File: config.mk
export PLATFORM = sky130hd
export DESIGN_NAME = sclc_top
export DESIGN_NICKNAME = d
export VERILOG_FILES = /design/src/sclc_pkg.sv /design/src/sclc_top.sv
export VERILOG_INCLUDE_DIRS = /design/src /design/src/src
export SDC_FILE = /design/constraint.sdc
export NUM_CORES = 1
export LEC_CHECK = 0
export ABC_AREA = 1
export BUFFER_PORTS_ARGS = -buffer_cell sky130_fd_sc_hd__buf_2
export CORE_UTILIZATION = 30
export CTS_CLUSTER_SIZE = 25
export DETAILED_ROUTE_END_ITERATION = 8
export GPL_TIMING_DRIVEN = 0
export PLACE_DENSITY = 0.57
export SLEW_MARGIN = 40
export SYNTH_ARGS = -nofsm -noshare
export SYNTH_HDL_FRONTEND = slang
export SYNTH_SLANG_ARGS = --single-unit
File: constraint.sdc
create_clock -name clk -period 3.2 [get_ports clk]
set_clock_uncertainty 0.15 [all_clocks]
set_input_delay 0.32 -clock clk [delete_from_list [all_inputs] [get_ports clk]]
set_output_delay 0.32 -clock clk [all_outputs]
set_load 0.01 [all_outputs]
File: src/sclc_consts.svh
// sclc_consts.svh: offsets, field positions, reset values and timing
// counts of the serial link clocking and lock control block.
// assumes inclusion by bare name from the top module and the property checker.
`ifndef SCLC_CONSTS_SVH
`define SCLC_CONSTS_SVH

// ----------------------------------------------------------------------
// attribute register offsets
// ----------------------------------------------------------------------
`define SCLC_ADDR_W          4
`define SCLC_REG_W           8
`define SCLC_OFS_SWING       4'h0
`define SCLC_OFS_EMPHASIS    4'h1
`define SCLC_OFS_EQUALIZER   4'h2
`define SCLC_OFS_CONTROL     4'h3
`define SCLC_OFS_STATUS      4'h4

// ----------------------------------------------------------------------
// field positions
// ----------------------------------------------------------------------
`define SCLC_CTRL_RX_SWAP    0
`define SCLC_STAT_LOCKED     0
`define SCLC_STAT_ACQUIRING  1
`define SCLC_STAT_FORCED     2
`define SCLC_STAT_LEVEL_LSB  4
`define SCLC_CONTROL_RESET   8'h00

// ----------------------------------------------------------------------
// lock counts, in transitions and serial bit periods, and the largest ratio
// ----------------------------------------------------------------------
`define SCLC_LOCK_TRANSITIONS 5000
`define SCLC_MISS_LIMIT       75
`define SCLC_MAX_FACTOR       40

`endif

File: src/sclc_pkg.sv
// sclc_pkg.sv: types of the serial link clocking and lock control block.
// assumes sclc_consts.svh is on the include path.
`default_nettype none

package sclc_pkg;

   // one-hot serial/parallel ratio
   typedef enum logic [4:0] {
      SCLC_MODE_X10 = 5'h01,
      SCLC_MODE_X16 = 5'h02,
      SCLC_MODE_X20 = 5'h04,
      SCLC_MODE_X32 = 5'h08,
      SCLC_MODE_X40 = 5'h10
   } sclc_mode_t;

   // where the receive recovery loop takes its timing from
   typedef enum logic [2:0] {
      SCLC_LK_REF     = 3'h1,
      SCLC_LK_ACQUIRE = 3'h2,
      SCLC_LK_DATA    = 3'h4
   } sclc_lock_t;

endpackage

`default_nettype wire

File: src/sclc_top.sv
// sclc_top.sv: digital clocking, polarity, lock and attribute control of
// a serial transceiver; one serial bit moves per clk edge.
// assumes clk is the local reference and the fabric transmit clock is
// frequency locked to it, so both sides share the one clk.
//
// Summary of operation
// - A word of 10, 16, 20, 32 or 40 bits leaves per word period.
// - The recovered clock runs at 1/10..1/40 of the serial bit rate.
// - Transmit outputs swap while the fabric raises tx_invert_select.
// - A control bit swaps the positive and negative receive inputs.
// - Lock follows incoming data when present, else the reference.
// - rx_lock_source_select forces lock to the local reference.
// - Under forced lock, data phase is ignored and framing is local.
// - Lock survives up to 75 bit periods without a transition.
// - Transmit words pass a FIFO written from the fabric side.
// - Swing and emphasis load from configuration, then the bus.
// - Equalization loads from configuration or the bus.
//
// Local design decisions: the address map and strobed register access.
`include "sclc_consts.svh"
`default_nettype none

module sclc_top import sclc_pkg::*; #(
   parameter int WORD_W           = `SCLC_MAX_FACTOR,
   parameter int FIFO_DEPTH       = 4,
   parameter int LOCK_TRANSITIONS = `SCLC_LOCK_TRANSITIONS,
   parameter int MISS_LIMIT       = `SCLC_MISS_LIMIT
) (
   // clock and reset
   input  wire logic                    clk,
   input  wire logic                    reset,
   // mode and configuration attributes
   input  wire logic [2:0]              modeSelect,
   input  wire logic [`SCLC_REG_W-1:0]  cfgSwing,
   input  wire logic [`SCLC_REG_W-1:0]  cfgEmphasis,
   input  wire logic [`SCLC_REG_W-1:0]  cfgEqualizer,
   // attribute programming bus
   input  wire logic [`SCLC_ADDR_W-1:0] attrAddr,
   input  wire logic [`SCLC_REG_W-1:0]  attrWrData,
   input  wire logic                    attrWrite,
   input  wire logic                    attrRead,
   output logic      [`SCLC_REG_W-1:0]  attrRdData,
   // analog settings driven to the line drivers and the receive equalizer
   output logic      [`SCLC_REG_W-1:0]  txSwing,
   output logic      [`SCLC_REG_W-1:0]  txEmphasis,
   output logic      [`SCLC_REG_W-1:0]  rx_equalizer_setting,
   // fabric transmit side
   input  wire logic [WORD_W-1:0]       txData,
   input  wire logic                    txValid,
   output logic                         txReady,
   input  wire logic                    tx_invert_select,
   // fabric receive side
   input  wire logic                    rx_lock_source_select,
   output logic      [WORD_W-1:0]       rxData,
   output logic                         rxValid,
   output logic                         rx_recovered_clock,
   output logic                         rxLockedToData,
   // serial pins
   output logic                         tx_serial_pos,
   output logic                         tx_serial_neg,
   input  wire logic                    rx_serial_pos,
   input  wire logic                    rx_serial_neg
);

   localparam int PTR_W  = $clog2(FIFO_DEPTH);
   localparam int LVL_W  = PTR_W + 1;
   localparam int TCNT_W = $clog2(LOCK_TRANSITIONS + 1);
   localparam int MCNT_W = $clog2(MISS_LIMIT + 2);

   if (WORD_W != `SCLC_MAX_FACTOR) begin : g_bad_word
      $error("sclc_top: WORD_W must equal the largest ratio");
   end
   if (FIFO_DEPTH < 2 || (FIFO_DEPTH & (FIFO_DEPTH - 1)) != 0) begin : g_bad_fifo
      $error("sclc_top: FIFO_DEPTH must be a power of two, >= 2");
   end
   if (LOCK_TRANSITIONS < 2 || MISS_LIMIT < 1) begin : g_bad_lock
      $error("sclc_top: lock counts out of range");
   end

   typedef struct packed {
      logic [FIFO_DEPTH-1:0][WORD_W-1:0] fifoMem;
      logic [PTR_W-1:0]                  fifoWr;
      logic [PTR_W-1:0]                  fifoRd;
      logic [LVL_W-1:0]                  fifoLevel;
      logic [WORD_W-1:0]                 txShift;
      logic [5:0]                        txBitCnt;
      logic                              txInvert;
      logic                              txPos;
      logic                              txNeg;
      logic [WORD_W-1:0]                 rxShift;
      logic [5:0]                        rxBitCnt;
      logic [WORD_W-1:0]                 rxWord;
      logic                              rxWordValid;
      logic                              recClk;
      logic                              rxPrevBit;
      logic [TCNT_W-1:0]                 transCnt;
      logic [MCNT_W-1:0]                 missCnt;
      sclc_lock_t                        lockState;
      logic [`SCLC_REG_W-1:0]            swing;
      logic [`SCLC_REG_W-1:0]            emphasis;
      logic [`SCLC_REG_W-1:0]            equalizer;
      logic [`SCLC_REG_W-1:0]            control;
      logic [`SCLC_REG_W-1:0]            rdData;
   } sclc_state_t;

   sclc_state_t q;
   sclc_state_t d;

   // ---------------------------------------------------------------------
   // mode decode
   // ---------------------------------------------------------------------
   sclc_mode_t mode;
   logic [5:0] factor;

   always_comb begin
      case (modeSelect)
         3'h0:    mode = SCLC_MODE_X10;
         3'h1:    mode = SCLC_MODE_X16;
         3'h3:    mode = SCLC_MODE_X32;
         3'h4:    mode = SCLC_MODE_X40;
         default: mode = SCLC_MODE_X20;
      endcase
      case (mode)
         SCLC_MODE_X10: factor = 6'h0a;
         SCLC_MODE_X16: factor = 6'h10;
         SCLC_MODE_X32: factor = 6'h20;
         SCLC_MODE_X40: factor = 6'h28;
         default:       factor = 6'h14;
      endcase
   end

   // ---------------------------------------------------------------------
   // next state
   // ---------------------------------------------------------------------
   logic fifoPush;
   logic fifoPop;
   logic txWordEnd;
   logic rxBit;
   logic rxEdge;
   logic forceRef;
   logic rxWordEnd;

   always_comb begin
      d = q;

      // transmit fifo; full stalls the fabric through txReady
      txReady   = (q.fifoLevel != LVL_W'(FIFO_DEPTH));
      // compare with >= so a shorter ratio chosen mid-word ends it at once
      // instead of letting the count run round its full range
      txWordEnd = (q.txBitCnt >= factor - 6'h01);
      fifoPush  = txValid && txReady;
      fifoPop   = txWordEnd && (q.fifoLevel != '0);
      if (fifoPush) begin
         d.fifoMem[q.fifoWr] = txData;
         d.fifoWr            = q.fifoWr + PTR_W'(1);
      end
      if (fifoPop)
         d.fifoRd = q.fifoRd + PTR_W'(1);
      if (fifoPush && !fifoPop)
         d.fifoLevel = q.fifoLevel + LVL_W'(1);
      else if (fifoPop && !fifoPush)
         d.fifoLevel = q.fifoLevel - LVL_W'(1);

      // serializer: lsb first, idle zeros while the fifo is empty
      if (txWordEnd) begin
         d.txBitCnt = '0;
         d.txShift  = fifoPop ? q.fifoMem[q.fifoRd] : '0;
      end else begin
         d.txBitCnt = q.txBitCnt + 6'h01;
         d.txShift  = q.txShift >> 1;
      end
      d.txInvert = tx_invert_select;
      d.txPos    = q.txShift[0] ^ q.txInvert;
      d.txNeg    = ~(q.txShift[0] ^ q.txInvert);

      // receive pair swap and transition detection
      // a crossed pair reads as inverted data on the positive leg, so the
      // swap takes the negative leg as the true bit
      rxBit    = q.control[`SCLC_CTRL_RX_SWAP] ? rx_serial_neg
                                               : rx_serial_pos;
      rxEdge   = (rxBit != q.rxPrevBit);
      forceRef = rx_lock_source_select;
      d.rxPrevBit = rxBit;

      // consecutive bit periods with no transition, saturating
      if (rxEdge)
         d.missCnt = '0;
      else if (q.missCnt != MCNT_W'(MISS_LIMIT + 1))
         d.missCnt = q.missCnt + MCNT_W'(1);

      // lock source machine
      case (q.lockState)
         SCLC_LK_REF: begin
            d.transCnt = '0;
            if (!forceRef && rxEdge) begin
               d.lockState = SCLC_LK_ACQUIRE;
               d.transCnt  = TCNT_W'(1);
            end
         end
         SCLC_LK_ACQUIRE: begin
            if (forceRef || q.missCnt > MCNT_W'(MISS_LIMIT)) begin
               d.lockState = SCLC_LK_REF;
            end else if (rxEdge) begin
               d.transCnt = q.transCnt + TCNT_W'(1);
               if (q.transCnt == TCNT_W'(LOCK_TRANSITIONS - 1))
                  d.lockState = SCLC_LK_DATA;
            end
         end
         SCLC_LK_DATA: begin
            if (forceRef)
               d.lockState = SCLC_LK_REF;
            else if (q.missCnt > MCNT_W'(MISS_LIMIT))
               d.lockState = SCLC_LK_REF;
         end
         default: d.lockState = SCLC_LK_REF;
      endcase

      // deserializer framing: local count, realigned to the data only at
      // the moment lock moves onto it; forced lock never realigns
      rxWordEnd     = (q.rxBitCnt >= factor - 6'h01);
      d.rxShift     = {rxBit, q.rxShift[WORD_W-1:1]};
      d.rxWordValid = 1'b0;
      if (q.lockState != SCLC_LK_DATA && d.lockState == SCLC_LK_DATA) begin
         d.rxBitCnt = '0;
      end else if (rxWordEnd) begin
         d.rxBitCnt    = '0;
         d.rxWord      = d.rxShift >> (6'(WORD_W) - factor);
         d.rxWordValid = 1'b1;
      end else begin
         d.rxBitCnt = q.rxBitCnt + 6'h01;
      end
      d.recClk = (d.rxBitCnt < (factor >> 1));

      // attribute bus writes
      if (attrWrite) begin
         if (attrAddr == `SCLC_OFS_SWING)
            d.swing = attrWrData;
         else if (attrAddr == `SCLC_OFS_EMPHASIS)
            d.emphasis = attrWrData;
         else if (attrAddr == `SCLC_OFS_EQUALIZER)
            d.equalizer = attrWrData;
         else if (attrAddr == `SCLC_OFS_CONTROL)
            d.control = attrWrData;
      end

      // attribute bus reads; unmapped offsets answer zero
      d.rdData = '0;
      if (attrRead) begin
         if (attrAddr == `SCLC_OFS_SWING)
            d.rdData = q.swing;
         else if (attrAddr == `SCLC_OFS_EMPHASIS)
            d.rdData = q.emphasis;
         else if (attrAddr == `SCLC_OFS_EQUALIZER)
            d.rdData = q.equalizer;
         else if (attrAddr == `SCLC_OFS_CONTROL)
            d.rdData = q.control;
         else if (attrAddr == `SCLC_OFS_STATUS) begin
            d.rdData[`SCLC_STAT_LOCKED]    = (q.lockState == SCLC_LK_DATA);
            d.rdData[`SCLC_STAT_ACQUIRING] = (q.lockState == SCLC_LK_ACQUIRE);
            d.rdData[`SCLC_STAT_FORCED]    = forceRef;
            d.rdData[`SCLC_REG_W-1:`SCLC_STAT_LEVEL_LSB] =
               (`SCLC_REG_W-`SCLC_STAT_LEVEL_LSB)'(q.fifoLevel);
         end
      end
   end

   // ---------------------------------------------------------------------
   // state register
   // ---------------------------------------------------------------------
   // the analog attributes reload from configuration on every reset, so
   // a reset undoes run-time tuning done over the bus
   always_ff @(posedge clk) begin
      if (reset) begin
         q           <= '0;
         q.lockState <= SCLC_LK_REF;
         q.recClk    <= 1'b1;
         q.txNeg     <= 1'b1;
         q.control   <= `SCLC_CONTROL_RESET;
         q.swing     <= cfgSwing;
         q.emphasis  <= cfgEmphasis;
         q.equalizer <= cfgEqualizer;
      end else begin
         q <= d;
      end
   end

   // ---------------------------------------------------------------------
   // outputs
   // ---------------------------------------------------------------------
   assign attrRdData           = q.rdData;
   assign txSwing              = q.swing;
   assign txEmphasis           = q.emphasis;
   assign rx_equalizer_setting = q.equalizer;
   assign rxData               = q.rxWord;
   assign rxValid              = q.rxWordValid;
   assign rx_recovered_clock   = q.recClk;
   assign rxLockedToData       = (q.lockState == SCLC_LK_DATA);
   assign tx_serial_pos        = q.txPos;
   assign tx_serial_neg        = q.txNeg;

endmodule

`default_nettype wire

==> impl_metrics.yaml, run 1 <==
yosys:
  seq_area_frac_synth_pct: 45.29
  synth_xor_area_share_pct: 0.7863
  synth_top_family_by_area: "simple AND/OR/NAND/NOR gates"
  synth_area_um2: 16710
  syn_nets: 2364
  synthAdderAreaFrac_pct: 1.767
  ys_top_cells_by_area: "dfxtp_1 (41%), nand2_1 (11%), a21oi_1 (8.1%)"
  synth_top_area_share_pct: 40.98
  ys_async_sr_fraction_pct: 0
  synth-edff-count: 24
  synth_ff_type: "dfxtp_1"
  yosys.area.top_type: "dfxtp_1"
  ys_types: 53
  synth_compound_gate_area_share_pct: 18.88
  syn_inst: 2253
  synthSimpleGateAreaFrac_pct: 22.66
  yosysWarnings: 0
  ys_ff_latch: 366
  syn_area_per_cell_um2: 7.416
  synth_mux_area_share_pct: 0.05991
floorplan:
  fp.dieH_um: 238
  core_area_um2: 55090
  rows: 86
  io_pins: 166
  dieWidth_um: 238
  dieArea_um2: 56640
  start_util_pct: 30.33
setup_path:
  r2r_setup_slack_ns: 0.33
  cp_max_fo: 19
  slowest_delay_ns: 0.38
  critPathKind: "in -> reg"
  critPathLaunchType: "input port"
  worstPathArrival_ns: 3.28
  crit_top_cell: "nand2_1"
  crit_required_ns: 3.57
  path_cells: "buf_2 -> inv_2 -> nand2_1 -> nand2_2 -> buf_6 -> nand2_8 -> ha_1 -> inv_1 -> nor2_1 -> o21ai_0 -> nand2_1 -> nand3_1 -> nand2_1 -> nand2_4 -> buf_6 -> ha_1 -> inv_1 -> fa_1 -> nor2_1 -> nor2_1 -> nand2_1 -> o21ai_0 -> a21oi_1"
  cp_slowest_cell: "fa_1"
  end_kind: "register"
power_and_ir_drop:
  switching_share_pct: 27.74
  power_frac_seq_pct: 42.5
  total_leakage_power_nw: 8.046
  power_density_nw_per_um2: 553.4
  combPwrFrac_pct: 13.1
  ir_drop_mv: 0.3376
  power.total_w: 0.01153
  p_clk_share_pct: 44.4
  switching_power_w: 0.003197
  internal-power_w: 0.008328
sta:
  period_share_pct: 90.88
  max_freq_ghz: 0.3439
  tightest_slew_ns: 0.8123
  period_needed_ns: 2.908
  rsz0062_at_grt: "no"
  final_max_slew_viol_count: 0
  slew_headroom_pct: 45.85
  finalHoldViolCount: 0
  whs_ns: 0.04223
  finalSetupViolations: 0
detailed_routing:
  drc: 0
  firstDrtPassIters: 6
  final_antenna_net_count: 0
  drt_iter0_drc: 1464
  wl_per_cell_um: 17.58
  vias_per_cell: 5.014
  via_count: 16680
  wl_mm: 58.50
final_layout:
  n_fill_cell: 5768
  drive_above_1_share_pct: 14.81
  area_delta_synth_final_pct: 24.64
  seq_area_um2: 7567
  fin_nets: 2656
  antenna_cells: 0
  multi_input_area_um2: 7396
clock_network:
  h-tree-depth: 2
  cts_tree: "yes"
  cts_sinks: 366
  cts.clk_slew.worst_paths_ns: 0.06
  cts-root-buf: "clkbuf_16"
  cts_buffer_depth: 3
  worst_skew_pair.late_latency_ns: 0.60
  cts_buffers: 42
hold_path:
  min_path_type: "in -> reg"
global_routing:
  grt_max_degree: 20
  grt_pass1_vias: 15950
  grt_pass1_wl_mm: 89.75
  antenna_found_initial: 1
  grt_usage_pct: 20.11
  grt_overflow: 0
outcome:
  status: "complete, no violations"
placed_design:
  port_buffers: 165
  hpwl_mm: 42.68
  routabilityCongestion: 0.9031
job:
  drv_cap: 0
-- layout by cell type, fill, tap and decap left out, drive strengths merged, types with 17 or more instances in the layout --
| master | netlist | final |
|---|---|---|
| dfxtp | 342 | 342 |
| o21ai | 214 | 214 |
| buf | 126 | 292 |
| edfxtp | 24 | 24 |
| a21oi | 273 | 273 |
| clkbuf | 98 | 159 |
| nor2 | 142 | 142 |
| ha | 22 | 22 |
| inv | 146 | 148 |
| o22ai | 18 | 18 |
| a32o | 26 | 26 |
| dlygate4sd3 | 0 | 83 |
| nand2 | 514 | 514 |
| nand3 | 210 | 210 |
| nor3 | 17 | 17 |
-- kinds of logic (layout without fill, tap and decap cells) --
| group | count (synthesis) | count (layout) |
|---|---|---|
| buffers and inverters | 374 | 700 |
| adder cells (fa/ha/maj) | 23 | 23 |
| flip-flops | 366 | 366 |
| XOR/XNOR | 15 | 15 |
| multiplexers | 1 | 1 |
| AO/OA/AOI/OAI | 573 | 573 |
| AND/OR/NAND/NOR | 901 | 901 |
-- cells in the mapped netlist (3+ instances only) --
library cell	count
a21oi_1	272
a32o_1	26
a41oi_1	4
buf_1	16
buf_2	29
buf_4	77
buf_6	4
clkbuf_1	97
clkinv_1	3
dfxtp_1	342
edfxtp_1	24
ha_1	22
inv_1	137
inv_2	8
nand2_1	509
nand2_2	4
nand3_1	209
nand4_1	6
nor2_1	137
nor2_2	3
nor3_1	15
nor3b_1	3
o211ai_1	12
o21ai_0	194
o21ai_1	19
o221ai_1	4
o22ai_1	18
o31ai_1	11
or2_1	3
or2_2	4
xnor2_1	3
xor2_1	12
-- repair_timing --
action | CTS | global route
pin swaps | 0 | 1
gates resized for setup | 3 | 10
endpoints found under the setup margin | 2 | 3
endpoints found under the hold margin | 199 | 0
buffers inserted | 0 | 1
hold buffers | 83 | 0
-- layer usage --
layer / vias up / routed length [um] / track usage [%] / part of all wire (%)
li1: 8049 / - / - / -
met3: 100 / 4035 / 3.262 / 6.9
met1: 7903 / 26530 / 27.28 / 45
met5: - / 8 / 0 / 0.014
met4: 2 / 1355 / 5.925 / 2.3
met2: 626 / 26560 / 32.74 / 45
-- worst max-delay path, delay by kind of cell --
family / cells / cell delay [ns]
AOI/OAI and AO/OA: 3 / 0.36
adders and majority gates: 3 / 0.84
buffers and inverters: 6 / 0.67
and+or+nand+nor: 11 / 1.08
-- cell type report --
type	count	area share (%)
Tap cell	748	4.494
Inverter	150	2.722
Clock buffer	62	5.858
Sequential cell	366	36.34
Multi-Input combinational cell	1513	35.51
Clock inverter	16	1.220
Buffer	222	5.828
Timing Repair Buffer	250	8.027
-- stage by stage --
step / setup WS [ns] / utilization [%] / instances / setup TNS, ns / area (um^2)
floorplan: 0.09370 / - / 2253 / 0 / 16710
global placement: -0.8413 / 33.53 / 3166 / -11.08 / 18470
detailed placement: -0.9054 / 33.54 / 3167 / -9.979 / 18480
CTS: 0.02153 / 37.73 / 3327 / 0 / 20790
global route: 0.02849 / 37.80 / 3327 / 0 / 20830
finish: 0.2919 / 37.80 / 3327 / 0 / 20830
-- final timing paths --
check           startpoint                 endpoint  cells past startpoint
min reg2reg         q[195]                   q[194]                      2
max reg2reg         q[202]                   q[203]                     13
max          modeSelect[0]                   q[203]                     23
min            attrAddr[1]  rx_equalizer_setting[6]                      3
-- flip-flops by register name (all words and copies together), names as in the netlist, 8 cells and up --
signal and cells:
txEmphasis 8, attrRdData 8, d 39, txSwing 8
rxData 40, rx_equalizer_setting 8, q 251
-- power by group through the flow --
stage	Clock, W	Combinational, W	Sequential (W)
3_5_place_dp	0	0.00139	0.00500
3_3_place_gp	0	0.00137	0.00499
6_report	0.00511	0.00151	0.00490
2_1_floorplan	0	0.000870	0.00497
5_1_grt	0.00539	0.00165	0.00492
4_1_cts	0.00521	0.00148	0.00490
Power figures use the tool's default switching activity.
==> run 2: changes to the inputs <==
--- a/config.mk
+++ b/config.mk
@@ -8,6 +8,7 @@
 export LEC_CHECK = 0
 export ABC_AREA = 1
 export BUFFER_PORTS_ARGS = -buffer_cell sky130_fd_sc_hd__buf_2
+export CORE_ASPECT_RATIO = 1.2
 export CORE_UTILIZATION = 30
 export CTS_CLUSTER_SIZE = 25
 export DETAILED_ROUTE_END_ITERATION = 8
==> impl_metrics.yaml, run 2 (same netlist as run 1, synthesis figures left out) <==
clock_network:
  cts-root-buf: "clkbuf_16"
  cts_tree: "yes"
  h-tree-depth: 2
  cts_buffers: 41
  cts.clk_slew.worst_paths_ns: 0.06
  cts_sinks: 366
  cts_buffer_depth: 3
  worst_skew_pair.late_latency_ns: 0.59
placed_design:
  pre_cts_ws_ns: -0.7979
  routabilityCongestion: 0.9445
  hpwl_mm: 42.79
  port_buffers: 165
setup_path:
  cp_max_fo: 11
  critPathLaunchType: "input port"
  critPathKind: "in -> reg"
  crit_required_ns: 3.54
  r2r_cells: 13
  worstPathArrival_ns: 3.34
  end_kind: "register"
power_and_ir_drop:
  ir_drop_mv: 0.3679
  total_leakage_power_nw: 8.002
  power_density_nw_per_um2: 550.4
floorplan:
  io_pins: 166
  dieArea_um2: 56650
  rows: 94
  start_util_pct: 30.42
  core_area_um2: 54930
  dieWidth_um: 217.4
  fp.dieH_um: 260.5
sta:
  finalSetupViolations: 0
  rsz0062_at_grt: "no"
  final_max_slew_viol_count: 0
  tightest_slew_ns: 0.7659
  period_needed_ns: 3.002
  finalHoldViolCount: 0
  slew_headroom_pct: 48.75
  tns_ns: 0
  max_freq_ghz: 0.3331
  period_share_pct: 93.81
  final.setup.worst_slack_ns: 0.1980
final_layout:
  area_delta_synth_final_pct: 24.01
  regMostFlops: "q"
  drive_above_1_share_pct: 14.47
  largest_reg_flops: 251
  most-common-layout-cells: "nand2_1 (508), dfxtp_1 (342), a21oi_1 (272)"
  fin_nets: 2652
  layout_commonest_cell: "nand2_1"
detailed_routing:
  drt_iter0_drc: 1198
  wl_per_cell_um: 17.49
  drc: 0
  via_count: 16510
  wl_mm: 57.63
  final_antenna_net_count: 0
  vias_per_cell: 5.011
  firstDrtPassIters: 5
global_routing:
  grt_pass1_vias: 16400
  antenna_found_initial: 4
  grt_overflow: 0
  grt_max_degree: 14
  grt_usage_pct: 19.98
  grt_pass1_wl_mm: 89.51
outcome:
  status: "complete, no violations"
job:
  drv_cap: 0
hold_path:
  min_path_type: "in -> reg"
  min_path_cells: 3
## run 2: report_power, final
group,internal [W],switching [W]
registers,0.00480,0.000107
logic,0.000513,0.000977
clock network,0.00299,0.00202
total,0.00830,0.00310
## run 2: layout make-up
cell class                      instances  area, um^2
Timing Repair Buffer                  247        1647
Sequential cell                       366        7567
Clock inverter                         16       251.5
Inverter                              150       566.8
Tap cell                              720       900.9
Fill cell                            5691       34210
Antenna cell                            3       7.507
Clock buffer                           57        1176
Multi-Input combinational cell       1513        7396
Buffer                                222        1207
## run 2: metrics by stage
stage | hold WS, ns | std cells | utilization (%) | total power [W] | cell area [um^2]
after floorplan | 0.2548 | 2253 | - | 0.005843 | 16710
after global placement | 0.2663 | 3138 | 33.56 | 0.006373 | 18440
after detailed placement | 0.2662 | 3138 | 33.57 | 0.006394 | 18440
after CTS | 0.05178 | 3293 | 37.68 | 0.01147 | 20700
after global routing | 0.07761 | 3294 | 37.72 | 0.01185 | 20720
final | 0.06809 | 3294 | 37.72 | 0.01141 | 20720
## run 2: path summary, 6_finish.rpt
| kind | end | startpoint | slack [ns] |
|---|---|---|---|
| worst max register to register | q[203] | q[201] | 0.29 |
| worst min register to register | q[164] | q[165] | 0.27 |
| worst max-delay path | q[203] | modeSelect[2] | 0.20 |
| worst min-delay path | attrRdData[2] | attrRead | 0.07 |
## run 2: per-layer routing
metal	GRT usage, %	routed length [um]	vias up	part of all wire (%)
li1	-	-	8023	-
met1	24.23	24090	7798	42
met4	7.727	1872	2	3.2
met3	3.135	3174	125	5.5
met2	35.17	28480	557	49
met5	0	11	-	0.019
## run 2: what timing repair did
item,4_1_cts,5_1_grt
endpoints found under the hold margin,196,0
endpoints found under the setup margin,2,2
setup buffers,0,0
gates resized for setup,3,8
hold buffers,82,0
## run 2: worst max-delay path: stages
cell      delay, ns
buf_2          0.17
inv_2          0.07
nand2_2        0.12
inv_1          0.05
nor2_1         0.16
clkbuf_4       0.25
buf_6          0.18
ha_1           0.23
o21ai_0        0.07
nand2_1        0.07
nand3_1        0.06
nand2_1        0.15
nand2_4        0.15
buf_4          0.22
ha_1           0.17
inv_1          0.07
fa_1           0.38
nor2_1         0.11
nor2_1         0.04
nand2_1        0.07
o21ai_0        0.08
a21oi_1        0.14
